**src/mtpl_pkg.sv**
```systemverilog
package mtpl_pkg;

  // ***************************************************
  // transmitter word and tap geometry
  // ***************************************************
  localparam int TX_W     = 28;
  localparam int TAP_W    = 8;
  localparam int NTAP     = 10;
  localparam int TAPS_W   = TAP_W * NTAP;

  // ***************************************************
  // full 8-tap placement of the three ports per link
  // ***************************************************
  localparam int P1_TX [TAP_W] = '{0, 1, 2, 3, 4, 6, 27, 5};
  localparam int P2_TX [TAP_W] = '{7, 8, 9, 12, 13, 14, 10, 11};
  localparam int P3_TX [TAP_W] = '{15, 18, 19, 20, 21, 22, 16, 17};
  localparam int TX_SPARE = 23;
  localparam int TX_LVAL  = 24;
  localparam int TX_FVAL  = 25;
  localparam int TX_DVAL  = 26;

  // tap index of port one on links x, y, z (a, d, g)
  localparam int FULL_X_TAP = 0;
  localparam int FULL_Y_TAP = 3;
  localparam int FULL_Z_TAP = 6;

  // ***************************************************
  // 10-tap bit packing
  // ***************************************************
  localparam int TEN_X_BITS  = 24;
  localparam int TEN_X_TAIL  = 26;
  localparam int TEN_YZ_BITS = 27;
  localparam int TEN_Y_BASE  = 26;
  localparam int TEN_Z_BASE  = 53;

  // ***************************************************
  // buffer entry layout
  // ***************************************************
  localparam int ENT_LVAL = TAPS_W;
  localparam int ENT_FVAL = TAPS_W + 1;
  localparam int ENT_TEN  = TAPS_W + 2;
  localparam int ENT_W    = TAPS_W + 3;

  localparam logic [TX_W-1:0] TX_IDLE = 28'h0000000;

endpackage : mtpl_pkg

```
**src/mtpl_buf.sv**
```systemverilog
`timescale 1ns/1ns
module mtpl_buf #(
  parameter int W = 8
) (
  // clock and reset
  input  wire logic         sys_clk_i,
  input  wire logic         sys_rst_i,
  // fill side
  input  wire logic         in_valid_i,
  output logic              in_ready_o,
  input  wire logic [W-1:0] in_data_i,
  // drain side
  output logic              out_valid_o,
  input  wire logic         out_ready_i,
  output logic      [W-1:0] out_data_o
);

  // ***************************************************
  // two-entry buffer, head register drives the output
  // ***************************************************
  logic [1:0]   count;
  logic [W-1:0] tail;
  logic         push;
  logic         pop;

  assign in_ready_o  = (count != 2'h2);
  assign out_valid_o = (count != 2'h0);
  assign push        = in_valid_i && in_ready_o;
  assign pop         = out_valid_o && out_ready_i;

  always_ff @(posedge sys_clk_i or posedge sys_rst_i) begin
    if (sys_rst_i) begin
      count <= 2'h0;
    end else if (push && !pop) begin
      count <= count + 2'h1;
    end else if (pop && !push) begin
      count <= count - 2'h1;
    end
  end

  always_ff @(posedge sys_clk_i or posedge sys_rst_i) begin
    if (sys_rst_i) begin
      out_data_o <= '0;
      tail       <= '0;
    end else begin
      // full buffer refuses pushes, so pop alone shifts tail up
      if (count == 2'h2 && pop) begin
        out_data_o <= tail;
      end else if (push && (count == 2'h0 || pop)) begin
        out_data_o <= in_data_i;
      end else if (push) begin
        tail <= in_data_i;
      end
    end
  end

endmodule : mtpl_buf

```
**src/mtpl_mapper.sv**
```systemverilog
`timescale 1ns/1ns
// Behaviour
// RQ1: full mode sends eight 8-bit taps a..h, bit 7 msb and bit 0 lsb.
// RQ2: every transmitter input without an assigned signal is driven low.
// RQ3: full mode routes a,b,c to link x, d,e,f to y, g,h to z, z port 3 idle.
// RQ4: full mode port bits use the fixed tx tables, lval 24, fval 25, dval 26.
// RQ5: 10-tap mode packs a..j in order over x,y,z with lval on y/z input 27.
// RQ6: the frame grabber supplies external sync over camera control line 1.
// RQ7: all taps and valids of one pixel reach the three links together.
module mtpl_mapper
  import mtpl_pkg::*;
(
  // clock and reset
  input  wire logic             sys_clk_i,
  input  wire logic             sys_rst_i,
  // camera pixel side
  input  wire logic             pix_valid_i,
  output logic                  pix_ready_o,
  input  wire logic             pix_ten_i,
  input  wire logic             pix_lval_i,
  input  wire logic             pix_fval_i,
  input  wire logic [TAP_W-1:0] tap_a_i,
  input  wire logic [TAP_W-1:0] tap_b_i,
  input  wire logic [TAP_W-1:0] tap_c_i,
  input  wire logic [TAP_W-1:0] tap_d_i,
  input  wire logic [TAP_W-1:0] tap_e_i,
  input  wire logic [TAP_W-1:0] tap_f_i,
  input  wire logic [TAP_W-1:0] tap_g_i,
  input  wire logic [TAP_W-1:0] tap_h_i,
  input  wire logic [TAP_W-1:0] tap_i_i,
  input  wire logic [TAP_W-1:0] tap_j_i,
  // transmitter side
  input  wire logic             link_clk_i,
  output logic      [TX_W-1:0]  tx_x_o,
  output logic      [TX_W-1:0]  tx_y_o,
  output logic      [TX_W-1:0]  tx_z_o,
  output logic                  tx_strobe_o,
  output logic                  tx_ten_o
);

  // ***************************************************
  // mapping of one buffered pixel onto three links
  // ***************************************************
  function automatic logic [3*TX_W-1:0] map_pixel(
    input logic [ENT_W-1:0] e
  );
    logic [TX_W-1:0] x;
    logic [TX_W-1:0] y;
    logic [TX_W-1:0] z;
    x = TX_IDLE; // RQ2
    y = TX_IDLE;
    z = TX_IDLE;
    if (e[ENT_TEN]) begin
      for (int k = 0; k < TEN_X_BITS; k++) begin
        x[k] = e[k]; // RQ5
      end
      x[TX_LVAL]    = e[ENT_LVAL];
      x[TX_FVAL]    = e[ENT_FVAL];
      x[TEN_X_TAIL] = e[TEN_X_BITS];
      x[TEN_YZ_BITS] = e[TEN_X_BITS+1];
      for (int k = 0; k < TEN_YZ_BITS; k++) begin
        y[k] = e[TEN_Y_BASE+k]; // RQ5
        z[k] = e[TEN_Z_BASE+k];
      end
      y[TEN_YZ_BITS] = e[ENT_LVAL];
      z[TEN_YZ_BITS] = e[ENT_LVAL];
    end else begin
      for (int b = 0; b < TAP_W; b++) begin
        x[P1_TX[b]] = e[(FULL_X_TAP  )*TAP_W+b]; // RQ1 RQ3 RQ4
        x[P2_TX[b]] = e[(FULL_X_TAP+1)*TAP_W+b];
        x[P3_TX[b]] = e[(FULL_X_TAP+2)*TAP_W+b];
        y[P1_TX[b]] = e[(FULL_Y_TAP  )*TAP_W+b];
        y[P2_TX[b]] = e[(FULL_Y_TAP+1)*TAP_W+b];
        y[P3_TX[b]] = e[(FULL_Y_TAP+2)*TAP_W+b];
        z[P1_TX[b]] = e[(FULL_Z_TAP  )*TAP_W+b];
        z[P2_TX[b]] = e[(FULL_Z_TAP+1)*TAP_W+b];
      end
      x[TX_LVAL] = e[ENT_LVAL]; // RQ4
      y[TX_LVAL] = e[ENT_LVAL];
      z[TX_LVAL] = e[ENT_LVAL];
      x[TX_FVAL] = e[ENT_FVAL];
      y[TX_FVAL] = e[ENT_FVAL];
      z[TX_FVAL] = e[ENT_FVAL];
      // data valid follows line valid on every link
      x[TX_DVAL] = e[ENT_LVAL];
      y[TX_DVAL] = e[ENT_LVAL];
      z[TX_DVAL] = e[ENT_LVAL];
    end
    return {z, y, x};
  endfunction : map_pixel

  // ***************************************************
  // pixel buffer
  // ***************************************************
  logic [ENT_W-1:0] buf_in;
  logic [ENT_W-1:0] buf_data;
  logic             buf_valid;
  logic             buf_pop;

  assign buf_in = {pix_ten_i, pix_fval_i, pix_lval_i,
                   tap_j_i, tap_i_i, tap_h_i, tap_g_i, tap_f_i,
                   tap_e_i, tap_d_i, tap_c_i, tap_b_i, tap_a_i};

  mtpl_buf #(
    .W (ENT_W)
  ) u_buf (
    .sys_clk_i   (sys_clk_i),
    .sys_rst_i   (sys_rst_i),
    .in_valid_i  (pix_valid_i),
    .in_ready_o  (pix_ready_o),
    .in_data_i   (buf_in),
    .out_valid_o (buf_valid),
    .out_ready_i (buf_pop),
    .out_data_o  (buf_data)
  );

  // ***************************************************
  // link clock sampling
  // ***************************************************
  logic link_s1;
  logic link_s2;
  logic link_s3;
  logic link_lvl;
  logic link_fall;

  always_ff @(posedge sys_clk_i or posedge sys_rst_i) begin
    if (sys_rst_i) begin
      link_s1 <= 1'b0;
      link_s2 <= 1'b0;
      link_s3 <= 1'b0;
    end else begin
      link_s1 <= link_clk_i;
      link_s2 <= link_s1;
      link_s3 <= link_s2;
    end
  end

  always_ff @(posedge sys_clk_i or posedge sys_rst_i) begin
    if (sys_rst_i) begin
      link_lvl <= 1'b0;
    end else if (link_s2 == link_s3) begin
      link_lvl <= link_s3;
    end
  end

  // words change on the falling edge, transmitters sample on the rising one
  assign link_fall = (link_s2 == link_s3) && !link_s3 && link_lvl;
  assign buf_pop   = link_fall;

  // ***************************************************
  // transmitter words, all three loaded in one cycle
  // ***************************************************
  always_ff @(posedge sys_clk_i or posedge sys_rst_i) begin
    if (sys_rst_i) begin
      tx_x_o      <= TX_IDLE;
      tx_y_o      <= TX_IDLE;
      tx_z_o      <= TX_IDLE;
      tx_ten_o    <= 1'b0;
      tx_strobe_o <= 1'b0;
    end else begin
      tx_strobe_o <= link_fall && buf_valid;
      if (link_fall && buf_valid) begin
        {tx_z_o, tx_y_o, tx_x_o} <= map_pixel(buf_data); // RQ7
        tx_ten_o <= buf_data[ENT_TEN];
      end else if (link_fall) begin
        // starved link: valids drop, no stale pixel repeats
        tx_x_o <= TX_IDLE; // RQ2
        tx_y_o <= TX_IDLE;
        tx_z_o <= TX_IDLE;
      end
    end
  end
endmodule : mtpl_mapper

```
**config.mk**
```make
export PLATFORM = sky130hd
export DESIGN_NAME = mtpl_mapper
export DESIGN_NICKNAME = d
export VERILOG_FILES = /design/src/mtpl_pkg.sv /design/src/mtpl_buf.sv /design/src/mtpl_mapper.sv
export SDC_FILE = /design/constraint.sdc
export NUM_CORES = 1
export LEC_CHECK = 0
export ABC_CLOCK_PERIOD_IN_PS = 8100
export BUFFER_PORTS_ARGS = -buffer_cell sky130_fd_sc_hd__buf_2
export CAP_MARGIN = 20
export CELL_PAD_IN_SITES_DETAIL_PLACEMENT = 1
export CELL_PAD_IN_SITES_GLOBAL_PLACEMENT = 1
export CORE_MARGIN = 2
export CORE_UTILIZATION = 50
export DETAILED_ROUTE_END_ITERATION = 7
export PLACE_DENSITY_LB_ADDON = 0.1
export SYNTH_ARGS = -nofsm -noshare
export SYNTH_HDL_FRONTEND = slang
export SYNTH_HIERARCHICAL = 1
export SYNTH_SLANG_ARGS = --single-unit
```
**constraint.sdc**
```tcl
create_clock -name sys_clk_i -period 8.1 [get_ports sys_clk_i]
set_input_delay 0.405 -clock sys_clk_i [delete_from_list [all_inputs] [get_ports sys_clk_i]]
set_output_delay 0.405 -clock sys_clk_i [all_outputs]
set_load 0.005 [all_outputs]
```
After elaboration in Yosys (flattened, before gate mapping)
Index checks and enable logic that the tools add are counted.
W data, S select, Z words.
{"block": "totals", "regBits": 258, "input_bits": 87, "elab_cells": 54}
{"block": "classes", "n_addsub": 2, "eq_ne": 3, "n_mux": 17, "bitwise": 2, "reduce_logical": 18}
{"operator": "$mux W83", "count": 2}
{"operator": "$mux W28", "count": 4}
{"operator": "$mux W23", "count": 2}
{"operator": "$mux W15", "count": 1}
{"operator": "$mux W4", "count": 3}
{"operator": "$mux W9", "count": 1}
{"operator": "$logic_and A1 B1 Y1", "count": 8}
{"operator": "$reduce_bool A2 Y1", "count": 4}
{"operator": "$mux W2", "count": 2}
{"operator": "$logic_not A1 Y1", "count": 3}
{"operator": "$reduce_and A3 Y1", "count": 1}
{"operator": "$add A2 B1 Y2 const B", "count": 1}
{"operator": "$eq A2 B2 Y1 const B", "count": 1}
{"operator": "$logic_not A2 Y1", "count": 1}
{"operator": "$mux W1", "count": 2}
{"operator": "$ne A2 B2 Y1 const B", "count": 1}
{"operator": "$not A1 Y1", "count": 2}
{"operator": "$sub A2 B1 Y2 const B", "count": 1}
{"operator": "$eq A1 B1 Y1", "count": 1}
{"operator": "$logic_or A1 B1 Y1", "count": 1}

Longest topological paths before layout
Gate-level depths: netlist (run 1).
{"block": "depth", "depth_word": 8, "depth_mapped": 13, "ltp_nobuf": 9}

Cells and area by module
The synthesis (run 1) kept the hierarchy.
{"module": "mtpl_buf", "instances": 1, "cells_per_inst": 596, "area_each_um2": 7588.5, "seq_area_each_um2": 4204.0}
{"module": "mtpl_mapper", "instances": 1, "cells_per_inst": 294, "area_each_um2": 4001.3, "seq_area_each_um2": 2252.2}

Worst setup path before layout (run 1)
No wires, ideal clock.
{"block": "synth_path", "path_kind": "reg2reg", "startpoint": "register link_s2", "endpoint": "register u_buf.count[1]", "setup_ns": 0.079, "arrival_ns": 2.195, "slack_ns": 5.826, "path_stages_with_launch": 13, "period_less_slack_ns": 2.274, "cell_sequence": "dfrtp_1 -> inv_1 -> ha_1 -> buf_6 -> nand2_2 -> buf_4 -> inv_2 -> buf_2 -> buf_1 -> nand2_1 -> ha_1 -> nor2_1 -> xor2_1"}
{"block": "synth_between", "elab_chain_cells": 7, "word_cells_on_any_way": 9, "cone_classes": "eq/ne: 1; mux: 1; reduce/logical: 7"}
{"item": "from (decl)", "line_no": "mtpl_mapper.sv:121", "text": "logic link_s2;"}
{"item": "from (signal assigned)", "line_no": "mtpl_mapper.sv:133", "text": "link_s2 <= link_s1;"}
{"item": "$eq A1 B1 Y1 (*)", "line_no": "mtpl_mapper.sv:147", "text": "assign link_fall = (link_s2 == link_s3) && !link_s3 && link_lvl;"}
{"item": "$logic_and A1 B1 Y1 (*) (2 in series)", "line_no": "mtpl_mapper.sv:147"}
{"item": "named net buf_pop", "line_no": "mtpl_mapper.sv:98", "text": "logic buf_pop;"}
{"item": "$logic_and A1 B1 Y1 (*)", "line_no": "mtpl_buf.sv:29", "text": "assign pop = out_valid_o && out_ready_i;"}
{"item": "$logic_not A1 Y1", "line_no": "mtpl_buf.sv:34", "text": "end else if (push && !pop) begin"}
{"item": "$logic_and A1 B1 Y1", "line_no": "mtpl_buf.sv:34"}
{"item": "$mux W2 / $reduce_bool A2 Y1 (equally long branches)"}
{"item": "to (signal assigned)", "line_no": "mtpl_buf.sv:35", "text": "count <= count + 2'h1;"}
{"item": "to (signal assigned)", "line_no": "mtpl_buf.sv:37", "text": "count <= count - 2'h1;"}
{"item": "to (decl)", "line_no": "mtpl_buf.sv:21", "text": "logic [1:0] count;"}
The timed path passes the listed nets; every way through them passes the cells marked *.
A chain may end at the register's enable or synchronous reset.

Worst setup path in the final report (run 1)
{"block": "layout_path", "startpoint": "register link_s2", "endpoint": "register u_buf.out_data_o[77]"}
{"block": "layout_between", "elab_chain_cells": 7, "word_cells_on_any_way": 9, "cone_classes": "eq/ne: 1; mux: 1; reduce/logical: 7"}
{"item": "$eq A1 B1 Y1 (*)", "line_no": "mtpl_mapper.sv:147"}
{"item": "$logic_and A1 B1 Y1 (*) (2 in series)", "line_no": "mtpl_mapper.sv:147"}
{"item": "named net buf_pop", "line_no": "mtpl_mapper.sv:98"}
{"item": "$logic_and A1 B1 Y1 (*)", "line_no": "mtpl_buf.sv:29"}
{"item": "$logic_or A1 B1 Y1", "line_no": "mtpl_buf.sv:49", "text": "end else if (push && (count == 2'h0 || pop)) begin"}
{"item": "$logic_and A1 B1 Y1", "line_no": "mtpl_buf.sv:49"}
{"item": "$reduce_bool A2 Y1 (no source line)"}
{"item": "to (signal assigned)", "line_no": "mtpl_buf.sv:48", "text": "out_data_o <= tail;"}
{"item": "to (signal assigned)", "line_no": "mtpl_buf.sv:50", "text": "out_data_o <= in_data_i;"}
{"item": "to (decl)", "line_no": "mtpl_buf.sv:15", "text": "output logic [W-1:0] out_data_o"}
Marked as above.

==> flow_metrics.py, run 1 <==
metrics = {
    "synth": {
        "yosysMostFrequentCell": "dfrtp_1",
        "ys_top_cells_by_count": "dfrtp_1, mux2_1, mux2i_1, o2bb2ai_1, o21ai_0",
        "ys_seq_area_share_pct": 55.7,
        "synth_ff_type": "dfrtp_1",
        "yosys_warnings": 6,
        "synth_cells": 890,
        "syn-cell-area_um2": 11600,
        "synth_top_area_cell": "dfrtp_1",
        "synth_top_area_share_pct": 55.7,
        "ys_types": 34,
        "syn-num-nets": 979,
        "syn_avg_cell_area_um2": 13.0,
        "synthTopCellsByArea": "dfrtp_1, mux2_1, mux2i_1",
        "synth-seq-cells": 258,
        "synth_edf_count": 0,
        "synth-async-reset-ratio_pct": 100,
    },
    "timing": {
        "rsz0062_at_grt": "no",
        "slew_violations": 0,
        "period_needed_ns": 4.13,
        "tns_ns": 0,
        "max_freq_mhz": 242,
        "slew-limit-headroom_pct": 29.7,
        "finClkSkew_ns": 0.0110,
        "setup_viol": 0,
        "tightest_slew_ns": 1.05,
        "post-route-period-util_pct": 51.0,
        "hold_viol_final": 0,
    },
    "setup_path": {
        "startpoint": "link_s2",
        "crit_end": "u_buf/out_data_o[77]",
        "cp.required_ns": 8.52,
        "crit_type": "reg2reg",
        "arrival_ns": 4.55,
        "ff2ff_path_depth": 9,
        "endpoint_kind": "flip-flop",
        "r2r_setup_slack_ns": 3.97,
        "critPathMaxFanout": 77,
        "r2r-start": "link_s2",
        "rr_endpoint": "u_buf/out_data_o[77]",
        "start_kind": "flip-flop",
    },
    "clock_tree": {
        "clkLatencyLatePin_ns": 0.53,
        "clock-sinks": 258,
        "cts_buffers": 29,
        "root_buffer": "clkbuf_16",
        "cts_setup_buffers": 0,
        "clk_path_buf_depth": 3,
        "clk_pin_slew_ns": 0.06,
        "h-tree-depth": 1,
        "cts_tree": "done",
    },
    "die": {
        "die_area_um2": 24400,
        "start_util_pct": 51.0,
        "die_width_um": 156,
        "fp-row-count": 55,
        "core-area_um2": 22700,
        "ios": 174,
        "die_h_um": 156,
    },
    "cells_and_area": {
        "layout.nets": 1117,
        "area_delta_synth_final_pct": 15.6,
        "final_cells": 1334,
        "layout-drive-gt1-share_pct": 23.8,
    },
    "routing": {
        "drcViolationCount": 0,
        "wl_um": 29600,
        "first_pass_iters": 7,
        "drt_iter0_drc": 383,
        "vias_per_cell": 5.92,
        "dr_total_vias": 7900,
        "antenna_left": 0,
        "routedWlPerCell_um": 22.2,
    },
    "run_status": {
        "status": "complete, no violations",
    },
    "power": {
        "p_leak_nw": 6.10,
        "p_per_area_nw_per_um2": 389,
        "vdd_drop_max_mv": 0.198,
    },
    "placement": {
        "dp_hpwl_um": 17500,
        "port_buffers": 173,
        "routabilityCongestion": 0.760,
        "placed_cells": 1279,
    },
    "global_route": {
        "grt_pass1_wl_um": 47800,
        "grt-ovfl-total": 0,
        "track_usage_pct": 24.8,
        "first_global_vias": 8715,
        "antenna_found_initial": 2,
        "grt_max_degree": 107,
    },
    "min_path": {
        "hold_path_class": "in2reg",
    },
    "flow_run": {
        "drv_cap": 0,
    },
}
-- metrics by stage --
step | hold slack (ns) | utilization (%) | instance area (µm²) | setup slack [ns] | power (W)
finish | 0.0985 | 59.0 | 13400 | 3.97 | 0.00522
CTS | 0.0812 | 58.9 | 13400 | 3.92 | 0.00527
detailed placement | 0.354 | 54.8 | 12400 | 3.93 | 0.00400
floorplan | 0.331 | - | 11600 | 3.15 | 0.00342
global placement | 0.358 | 54.8 | 12400 | 4.05 | 0.00393
global route | 0.0994 | 59.0 | 13400 | 3.66 | 0.00554
-- worst max-delay path, cell delays in order (launching register included) --
cell and delay (ns):
dfrtp_1 0.37, inv_1 0.06, ha_1 0.44, nand2_4 0.63
inv_2 0.21, buf_4 0.62, and2_2 0.98, o21ai_2 0.12
buf_4 0.28, o221a_1 0.28
-- cell families (layout without fill, tap and decap cells) --
kind of cell,Yosys count,in the layout,share of synthesized area [%]
other,0,1,0
flip-flops,258,258,55.7
multiplexers,149,149,13.8
AND/OR/NAND/NOR,157,157,9.05
XOR/XNOR,3,3,0.227
AO/OA/AOI/OAI,224,224,16.2
buffers and inverters,97,255,4.85
adder cells (fa/ha/maj),2,2,0.216
-- final cells by class --
| cell class | count | area, µm² |
|---|---|---|
| diodes | 1 | 2.50 |
| well taps | 285 | 357 |
| clock inverters | 5 | 27.5 |
| repair buffers | 188 | 1000 |
| fillers | 2314 | 9310 |
| inverters | 16 | 67.6 |
| clock buffers | 46 | 870 |
| flip-flops and latches | 258 | 6460 |
| multi-input cells | 535 | 4610 |
-- power by group --
group | total, W | switching, W | internal [W]
logic | 0.00162 | 0.000745 | 0.000874
clock network | 0.00123 | 0.000505 | 0.000728
registers | 0.00236 | 0.000445 | 0.00192
-- how the worst min path moves through the flow --
stage / slack (ns) / to / start / cells past startpoint
after global placement: 0.36 / link_s2 / link_s1 / 0
after detailed placement: 0.35 / link_s2 / link_s1 / 0
after CTS: 0.08 / u_buf/tail[72] / tap_j_i[0] / 2
final: 0.1 / u_buf/tail[77] / tap_j_i[5] / 2
after global routing: 0.1 / u_buf/tail[82] / pix_ten_i / 2
after floorplan: 0.33 / link_s2 / link_s1 / 0
-- state kept, by name, summed over array words and instances (netlist names) --
signal and cells:
u_buf/count 2, u_buf/out_data_o 83, link_s3 1, link_lvl 1
tx_strobe_o 1, tx_x_o 28, tx_y_o 28, link_s1 1
link_s2 1, u_buf/tail 83, tx_z_o 28, tx_ten_o 1
-- per-layer routing --
layer	part of all wire (%)	global-route usage (%)
met1	44	32.7
met2	49	42.5
met3	5.0	4.85
met4	1.7	5.68
met5	0.044	0
-- what timing repair did --
| action | CTS | global route |
|---|---|---|
| hold buffers | 2 | 0 |
| hold endpoints to repair | 15 | 0 |
| gates resized for setup | 0 | 0 |
-- cell usage in the layout (no fill, tap or decap), types with 2 or more instances in the layout --
cell	instances
a22o_1	2
a22o_2	9
buf_2	173
buf_4	12
clkbuf_1	9
clkbuf_16	29
clkbuf_8	8
clkinv_2	4
dfrtp_1	257
dlygate4sd3_1	2
ha_1	2
inv_1	12
inv_2	2
mux2_1	83
mux2i_1	66
nand2_1	3
nand2b_1	30
nand3b_1	54
nand4_1	8
nor2b_1	54
o211a_1	53
o21ai_0	62
o221a_1	30
o2bb2ai_1	65
xor2_1	2
Note: power is estimated with default switching activity, not from simulation.
==> run 2, diff against run 1 <==
ABC_CLOCK_PERIOD_IN_PS = 3900   (was 8100)
CORE_UTILIZATION = 46   (was 50)
clock period = 3.9 ns   (was 8.1 ns; I/O delays follow)
==> run 2 against run 1 <==
Against the previous run:
- clock skew up 0.0056 ns
- final cell count up 10%
- power up 110%
- die area up 8.5%
- critical endpoint is now u_buf/out_data_o[21]
==> flow_metrics.py, run 2 (synthesized netlist as in run 1, its figures left out) <==
metrics = {
    "placement": {
        "routabilityCongestion": 0.740,
        "dp_hpwl_um": 18100,
        "postPlaceCellArea_um2": 12600,
        "placed_cells": 1333,
        "port_buffers": 173,
    },
    "setup_path": {
        "arrival_ns": 3.18,
        "crit_type": "reg2reg",
        "cp.required_ns": 4.32,
        "endpoint_kind": "flip-flop",
        "critPathMaxFanout": 45,
        "start_kind": "flip-flop",
    },
    "routing": {
        "first_pass_iters": 5,
        "wl_um": 31400,
        "routedWlPerCell_um": 21.3,
        "dr_total_vias": 8193,
        "drcViolationCount": 0,
        "vias_per_cell": 5.57,
        "antenna_left": 0,
        "drt_iter0_drc": 434,
    },
    "clock_tree": {
        "clkLatencyLatePin_ns": 0.55,
        "h-tree-depth": 1,
        "cts_buffers": 29,
        "clk_path_buf_depth": 3,
        "root_buffer": "clkbuf_16",
        "cts_setup_buffers": 0,
        "cts_tree": "done",
        "clk_pin_slew_ns": 0.06,
        "hold_buffers": 85,
        "ctsResizeCount": 0,
        "clock-sinks": 258,
    },
    "cells_and_area": {
        "layout.nets": 1208,
        "area_delta_synth_final_pct": 24.0,
        "fill_cells": 2556,
        "layout-drive-gt1-share_pct": 22.6,
        "stdcell_area_um2": 14400,
        "final_cells": 1472,
        "top_regs": "u_buf/out_data_o: 83 flops, u_buf/tail: 83 flops",
        "layout_commonest_cell": "dfrtp_1",
        "mostFrequentLayoutCells": "dfrtp_1, buf_2, dlygate4sd3_1",
        "n_antenna_cell": 0,
    },
    "die": {
        "die_width_um": 163,
        "fp-row-count": 58,
        "die_area_um2": 26500,
        "ios": 174,
        "core-area_um2": 25000,
        "die_h_um": 163,
        "start_util_pct": 46.4,
    },
    "timing": {
        "holdWs_ns": 0.290,
        "period_needed_ns": 2.76,
        "rsz0062_at_grt": "no",
        "hold_viol_final": 0,
        "tightest_slew_ns": 0.965,
        "finClkSkew_ns": 0.0166,
        "max_freq_mhz": 362,
        "slew-limit-headroom_pct": 35.6,
        "setup_viol": 0,
        "tns_ns": 0,
        "slew_violations": 0,
        "post-route-period-util_pct": 70.8,
    },
    "global_route": {
        "grt_pass1_wl_um": 51000,
        "antenna_found_initial": 0,
        "first_global_vias": 8991,
        "grt-ovfl-total": 0,
        "track_usage_pct": 24.2,
        "grt_max_degree": 103,
    },
    "power": {
        "vdd_drop_max_mv": 0.438,
        "p_per_area_nw_per_um2": 766,
        "total_power_w": 0.0110,
        "p_leak_nw": 6.50,
    },
    "min_path": {
        "hold_path_class": "in2async",
    },
    "flow_run": {
        "drv_cap": 0,
    },
    "run_status": {
        "status": "complete, no violations",
    },
}
## run 2: path summary, 6_finish.rpt
kind,from,to,slack [ns],depth (start not counted)
max,link_s3,u_buf/out_data_o[21],1.14,9
min,sys_rst_i,u_buf/out_data_o[75],0.29,3
max reg2reg,link_s3,u_buf/out_data_o[21],1.14,9
min reg2reg,link_s1,link_s2,0.35,0
max in group asynchronous,sys_rst_i,tx_y_o[24],2.58,4
min in group sys_clk_i,link_clk_i,link_s1,0.30,2
## run 2: final cells by class
class                      count  area [µm²]  area share (%)
sequential                   258        6460            45.0
multi-input combinational    535        4610            32.1
timing repair buffer         279        1910            13.3
clock buffer                  48         877            6.10
tap                          330         413            2.87
inverter                      16        66.3           0.461
clock inverter                 6        33.8           0.235
## run 2: per-layer routing
| layer | track usage (%) | part of all wire (%) |
|---|---|---|
| met3 | 4.35 | 4.8 |
| met4 | 4.26 | 1.4 |
| met1 | 33.5 | 46 |
| met2 | 40.7 | 48 |
| met5 | 0 | 0 |
## run 2: metrics by stage
| step | setup WS, ns | util [%] |
|---|---|---|
| 2_1_floorplan | 1.37 | - |
| 3_3_place_gp | 1.22 | 50.5 |
| 3_5_place_dp | 1.13 | 50.5 |
| 4_1_cts | 1.12 | 57.6 |
| 5_1_grt | 0.935 | 57.6 |
| 6_report | 1.14 | 57.6 |
## run 2: where the power goes
| group | internal (W) | leakage (nW) | switching (W) |
|---|---|---|---|
| Combinational | 0.00190 | 3.02 | 0.00156 |
| Clock | 0.00152 | 0.452 | 0.00109 |
| Sequential | 0.00398 | 3.02 | 0.000944 |
| Total | 0.00741 | 6.50 | 0.00359 |
## run 2: worst max-delay path, stage by stage, from the launching register on
cell     delay, ns
dfrtp_1       0.36
inv_1         0.07
ha_1          0.43
nand2_4       0.08
inv_2         0.11
buf_4         0.40
and2_2        0.34
buf_4         0.47
o21ai_0       0.21
o211a_1       0.15
==> run 3, diff against run 2 <==
ABC_AREA = 1   (was not set)
ABC_CLOCK_PERIOD_IN_PS = 2650   (was 3900)
CORE_UTILIZATION = 42   (was 46)
clock period = 2.65 ns   (was 3.9 ns; I/O delays follow)
==> run 3 against run 2 <==
Against the previous run:
- flip-flop and latch count is the same
- final cell count up 50%
- critical path depth fell by 1
- worst setup slack worse by 0.76 ns
- global-route usage grew 1.8 points
- worst hold slack worse by 0.022 ns
- die area increased by 14%
- synthesized cell count rose by 80%
- core utilization decreased by 4.8 points
- clock-buffer cell count grew 2
- clock power is 61% higher
- area after synthesis up 4.2%
- highest routed layer unchanged
==> flow_metrics.py, run 3 <==
metrics = {
    "clock_tree": {
        "clock-sinks": 258,
        "hold_buffers": 85,
        "cts_tree": "done",
        "clkLatencyLatePin_ns": 0.55,
        "cts_buffers": 30,
        "cts_setup_buffers": 0,
        "clk_path_buf_depth": 3,
        "root_buffer": "clkbuf_16",
        "ctsResizeCount": 0,
        "h-tree-depth": 1,
        "clk_pin_slew_ns": 0.06,
    },
    "timing": {
        "slew-limit-headroom_pct": 29.1,
        "setup_viol": 0,
        "hold_viol_final": 0,
        "post-route-period-util_pct": 85.6,
        "tightest_slew_ns": 1.06,
        "period_needed_ns": 2.27,
        "finClkSkew_ns": 0.00918,
        "tns_ns": 0,
        "max_freq_mhz": 441,
        "slew_violations": 0,
        "rsz0062_at_grt": "no",
    },
    "routing": {
        "wl_um": 38800,
        "drt_iter0_drc": 555,
        "antenna_left": 0,
        "first_pass_iters": 6,
        "vias_per_cell": 5.11,
        "dr_total_vias": 11300,
        "routedWlPerCell_um": 17.6,
        "drcViolationCount": 0,
    },
    "die": {
        "die_h_um": 174,
        "start_util_pct": 42.4,
        "core-area_um2": 28500,
        "die_width_um": 174,
        "die_area_um2": 30100,
        "ios": 174,
        "fp-row-count": 62,
    },
    "min_path": {
        "hold_path_class": "in2async",
    },
    "setup_path": {
        "crit_end": "u_buf/out_data_o[74]",
        "crit_type": "reg2reg",
        "crit_top_cell": "nand2_1",
        "critPathMaxFanout": 53,
        "endpoint_kind": "flip-flop",
        "worst_path_max_delay_cell": "o21ai_4",
        "r2r-start": "link_s2",
        "ff2ff_path_depth": 8,
        "rr_endpoint": "u_buf/out_data_o[74]",
        "startpoint": "link_s2",
        "cp.required_ns": 3.12,
        "start_kind": "flip-flop",
        "worst-path-buf-inv": 3,
        "worstPathCellList": "inv_1 > ha_1 > nand2_4 > clkinv_2 > o21ai_4 > buf_12 > nand2_1 > nand2_1",
        "crit_path_max_incr_delay_ns": 0.71,
        "r2r_setup_slack_ns": 0.38,
        "crit_cells": 8,
        "path_delay_family": "compound AO/OA/AOI/OAI gates",
        "arrival_ns": 2.74,
    },
    "synth": {
        "synth_ff_type": "dfrtp_1",
        "yosysMostFrequentCell": "nand2_1",
        "ys_top_cells_by_count": "nand2_1, dfrtp_1, nand3_1, nand4_1, buf_2",
        "ys_seq_area_share_pct": 53.5,
        "synth_edf_count": 0,
        "synth_cells": 1600,
        "syn-num-nets": 1689,
        "ys_types": 22,
        "synth-async-reset-ratio_pct": 100,
        "syn_avg_cell_area_um2": 7.55,
        "syn-cell-area_um2": 12100,
        "synth_top_area_cell": "dfrtp_1",
        "synthTopCellsByArea": "dfrtp_1, nand2_1, nand4_1",
        "yosys_warnings": 6,
        "synth-seq-cells": 258,
        "synth_top_area_share_pct": 53.5,
    },
    "global_route": {
        "grt-ovfl-total": 0,
        "first_global_vias": 12100,
        "grt_pass1_wl_um": 63500,
        "track_usage_pct": 26.1,
        "antenna_found_initial": 1,
        "grt_max_degree": 91,
    },
    "cells_and_area": {
        "area_delta_synth_final_pct": 24.5,
        "layout.nets": 1890,
        "final_cells": 2210,
        "mostFrequentLayoutCells": "nand2_1, dfrtp_1, buf_2",
        "fill_cells": 3603,
        "layout-drive-gt1-share_pct": 14.5,
        "stdcell_area_um2": 15000,
        "layout_commonest_cell": "nand2_1",
        "fin_util_pct": 52.8,
        "top_regs": "u_buf/out_data_o: 83 flops, u_buf/tail: 83 flops",
    },
    "power": {
        "p_leak_nw": 8.46,
        "total_power_w": 0.0177,
        "vdd_drop_max_mv": 0.559,
        "p_per_area_nw_per_um2": 1170,
    },
    "placement": {
        "postPlaceCellArea_um2": 13100,
        "placed_cells": 2068,
        "port_buffers": 173,
        "routabilityCongestion": 0.751,
        "dp_hpwl_um": 22200,
    },
    "run_status": {
        "status": "complete, no violations",
    },
    "flow_run": {
        "drv_cap": 0,
    },
}
run 3: cell types whose count changed in the layout (fill, tap and decap cells not counted), sizes merged, moves of 46 or more:
cell	before	now
o211a	53	0
nand3b	54	0
nor2b	55	0
mux2i	66	0
nand4	8	84
nand2	4	1011
o2bb2ai	65	0
nand3	1	88
mux2	83	0
o21ai	64	18
run 3: kinds of logic after synthesis:
kind of cell | after synthesis | share of synthesized area [%]
compound gates | 20 | 0.860
xor+xnor | 1 | 0.0726
fa+ha+maj | 2 | 0.207
buf+inv | 132 | 5.61
flops | 258 | 53.5
simple gates | 1187 | 39.8
run 3: power by group:
part	switching (W)	total [W]	internal [W]
logic	0.00414	0.00628	0.00215
clock network	0.00165	0.00421	0.00256
registers	0.00132	0.00716	0.00585
total	0.00710	0.0177	0.0106
run 3: worst min-delay path by stage:
stage,start,to,slack [ns],cells past startpoint
2_1_floorplan,link_clk_i,link_s1,0.16,0
3_3_place_gp,sys_rst_i,u_buf/out_data_o[64],0.28,2
3_5_place_dp,link_clk_i,link_s1,0.27,1
4_1_cts,sys_rst_i,u_buf/tail[64],0.26,3
5_1_grt,link_clk_i,link_s1,0.28,2
6_report,sys_rst_i,u_buf/out_data_o[64],0.27,3
run 3: final cells by class:
cell class / instances / area (µm²) / area share [%]
multi-input cells: 1210 / 5000 / 33.2
well taps: 384 / 480 / 3.20
diodes: 1 / 2.50 / 0.0167
clock inverters: 6 / 57.6 / 0.383
inverters: 17 / 72.6 / 0.483
flip-flops and latches: 258 / 6460 / 43.0
repair buffers: 284 / 1990 / 13.2
clock buffers: 50 / 967 / 6.44
run 3: worst min-delay path, delay by kind of cell:
kind / cells / cell delay, ns
buffers and inverters: 3 / 1.15
run 3: through the flow:
step	hold slack, ns	setup WS (ns)
3_5_place_dp	0.272	0.380
5_1_grt	0.280	0.208
4_1_cts	0.256	0.359
3_3_place_gp	0.276	0.497
2_1_floorplan	0.164	0.182
6_report	0.269	0.382
run 3: metal layers:
metal / global-route usage [%] / up-vias / share of wire, %
met4: 9.64 / 0 / 3.5
li1: - / 5404 / -
met1: 32.5 / 5551 / 43
met5: 0 / - / 0
met3: 2.83 / 79 / 3.5
met2: 46.8 / 251 / 50
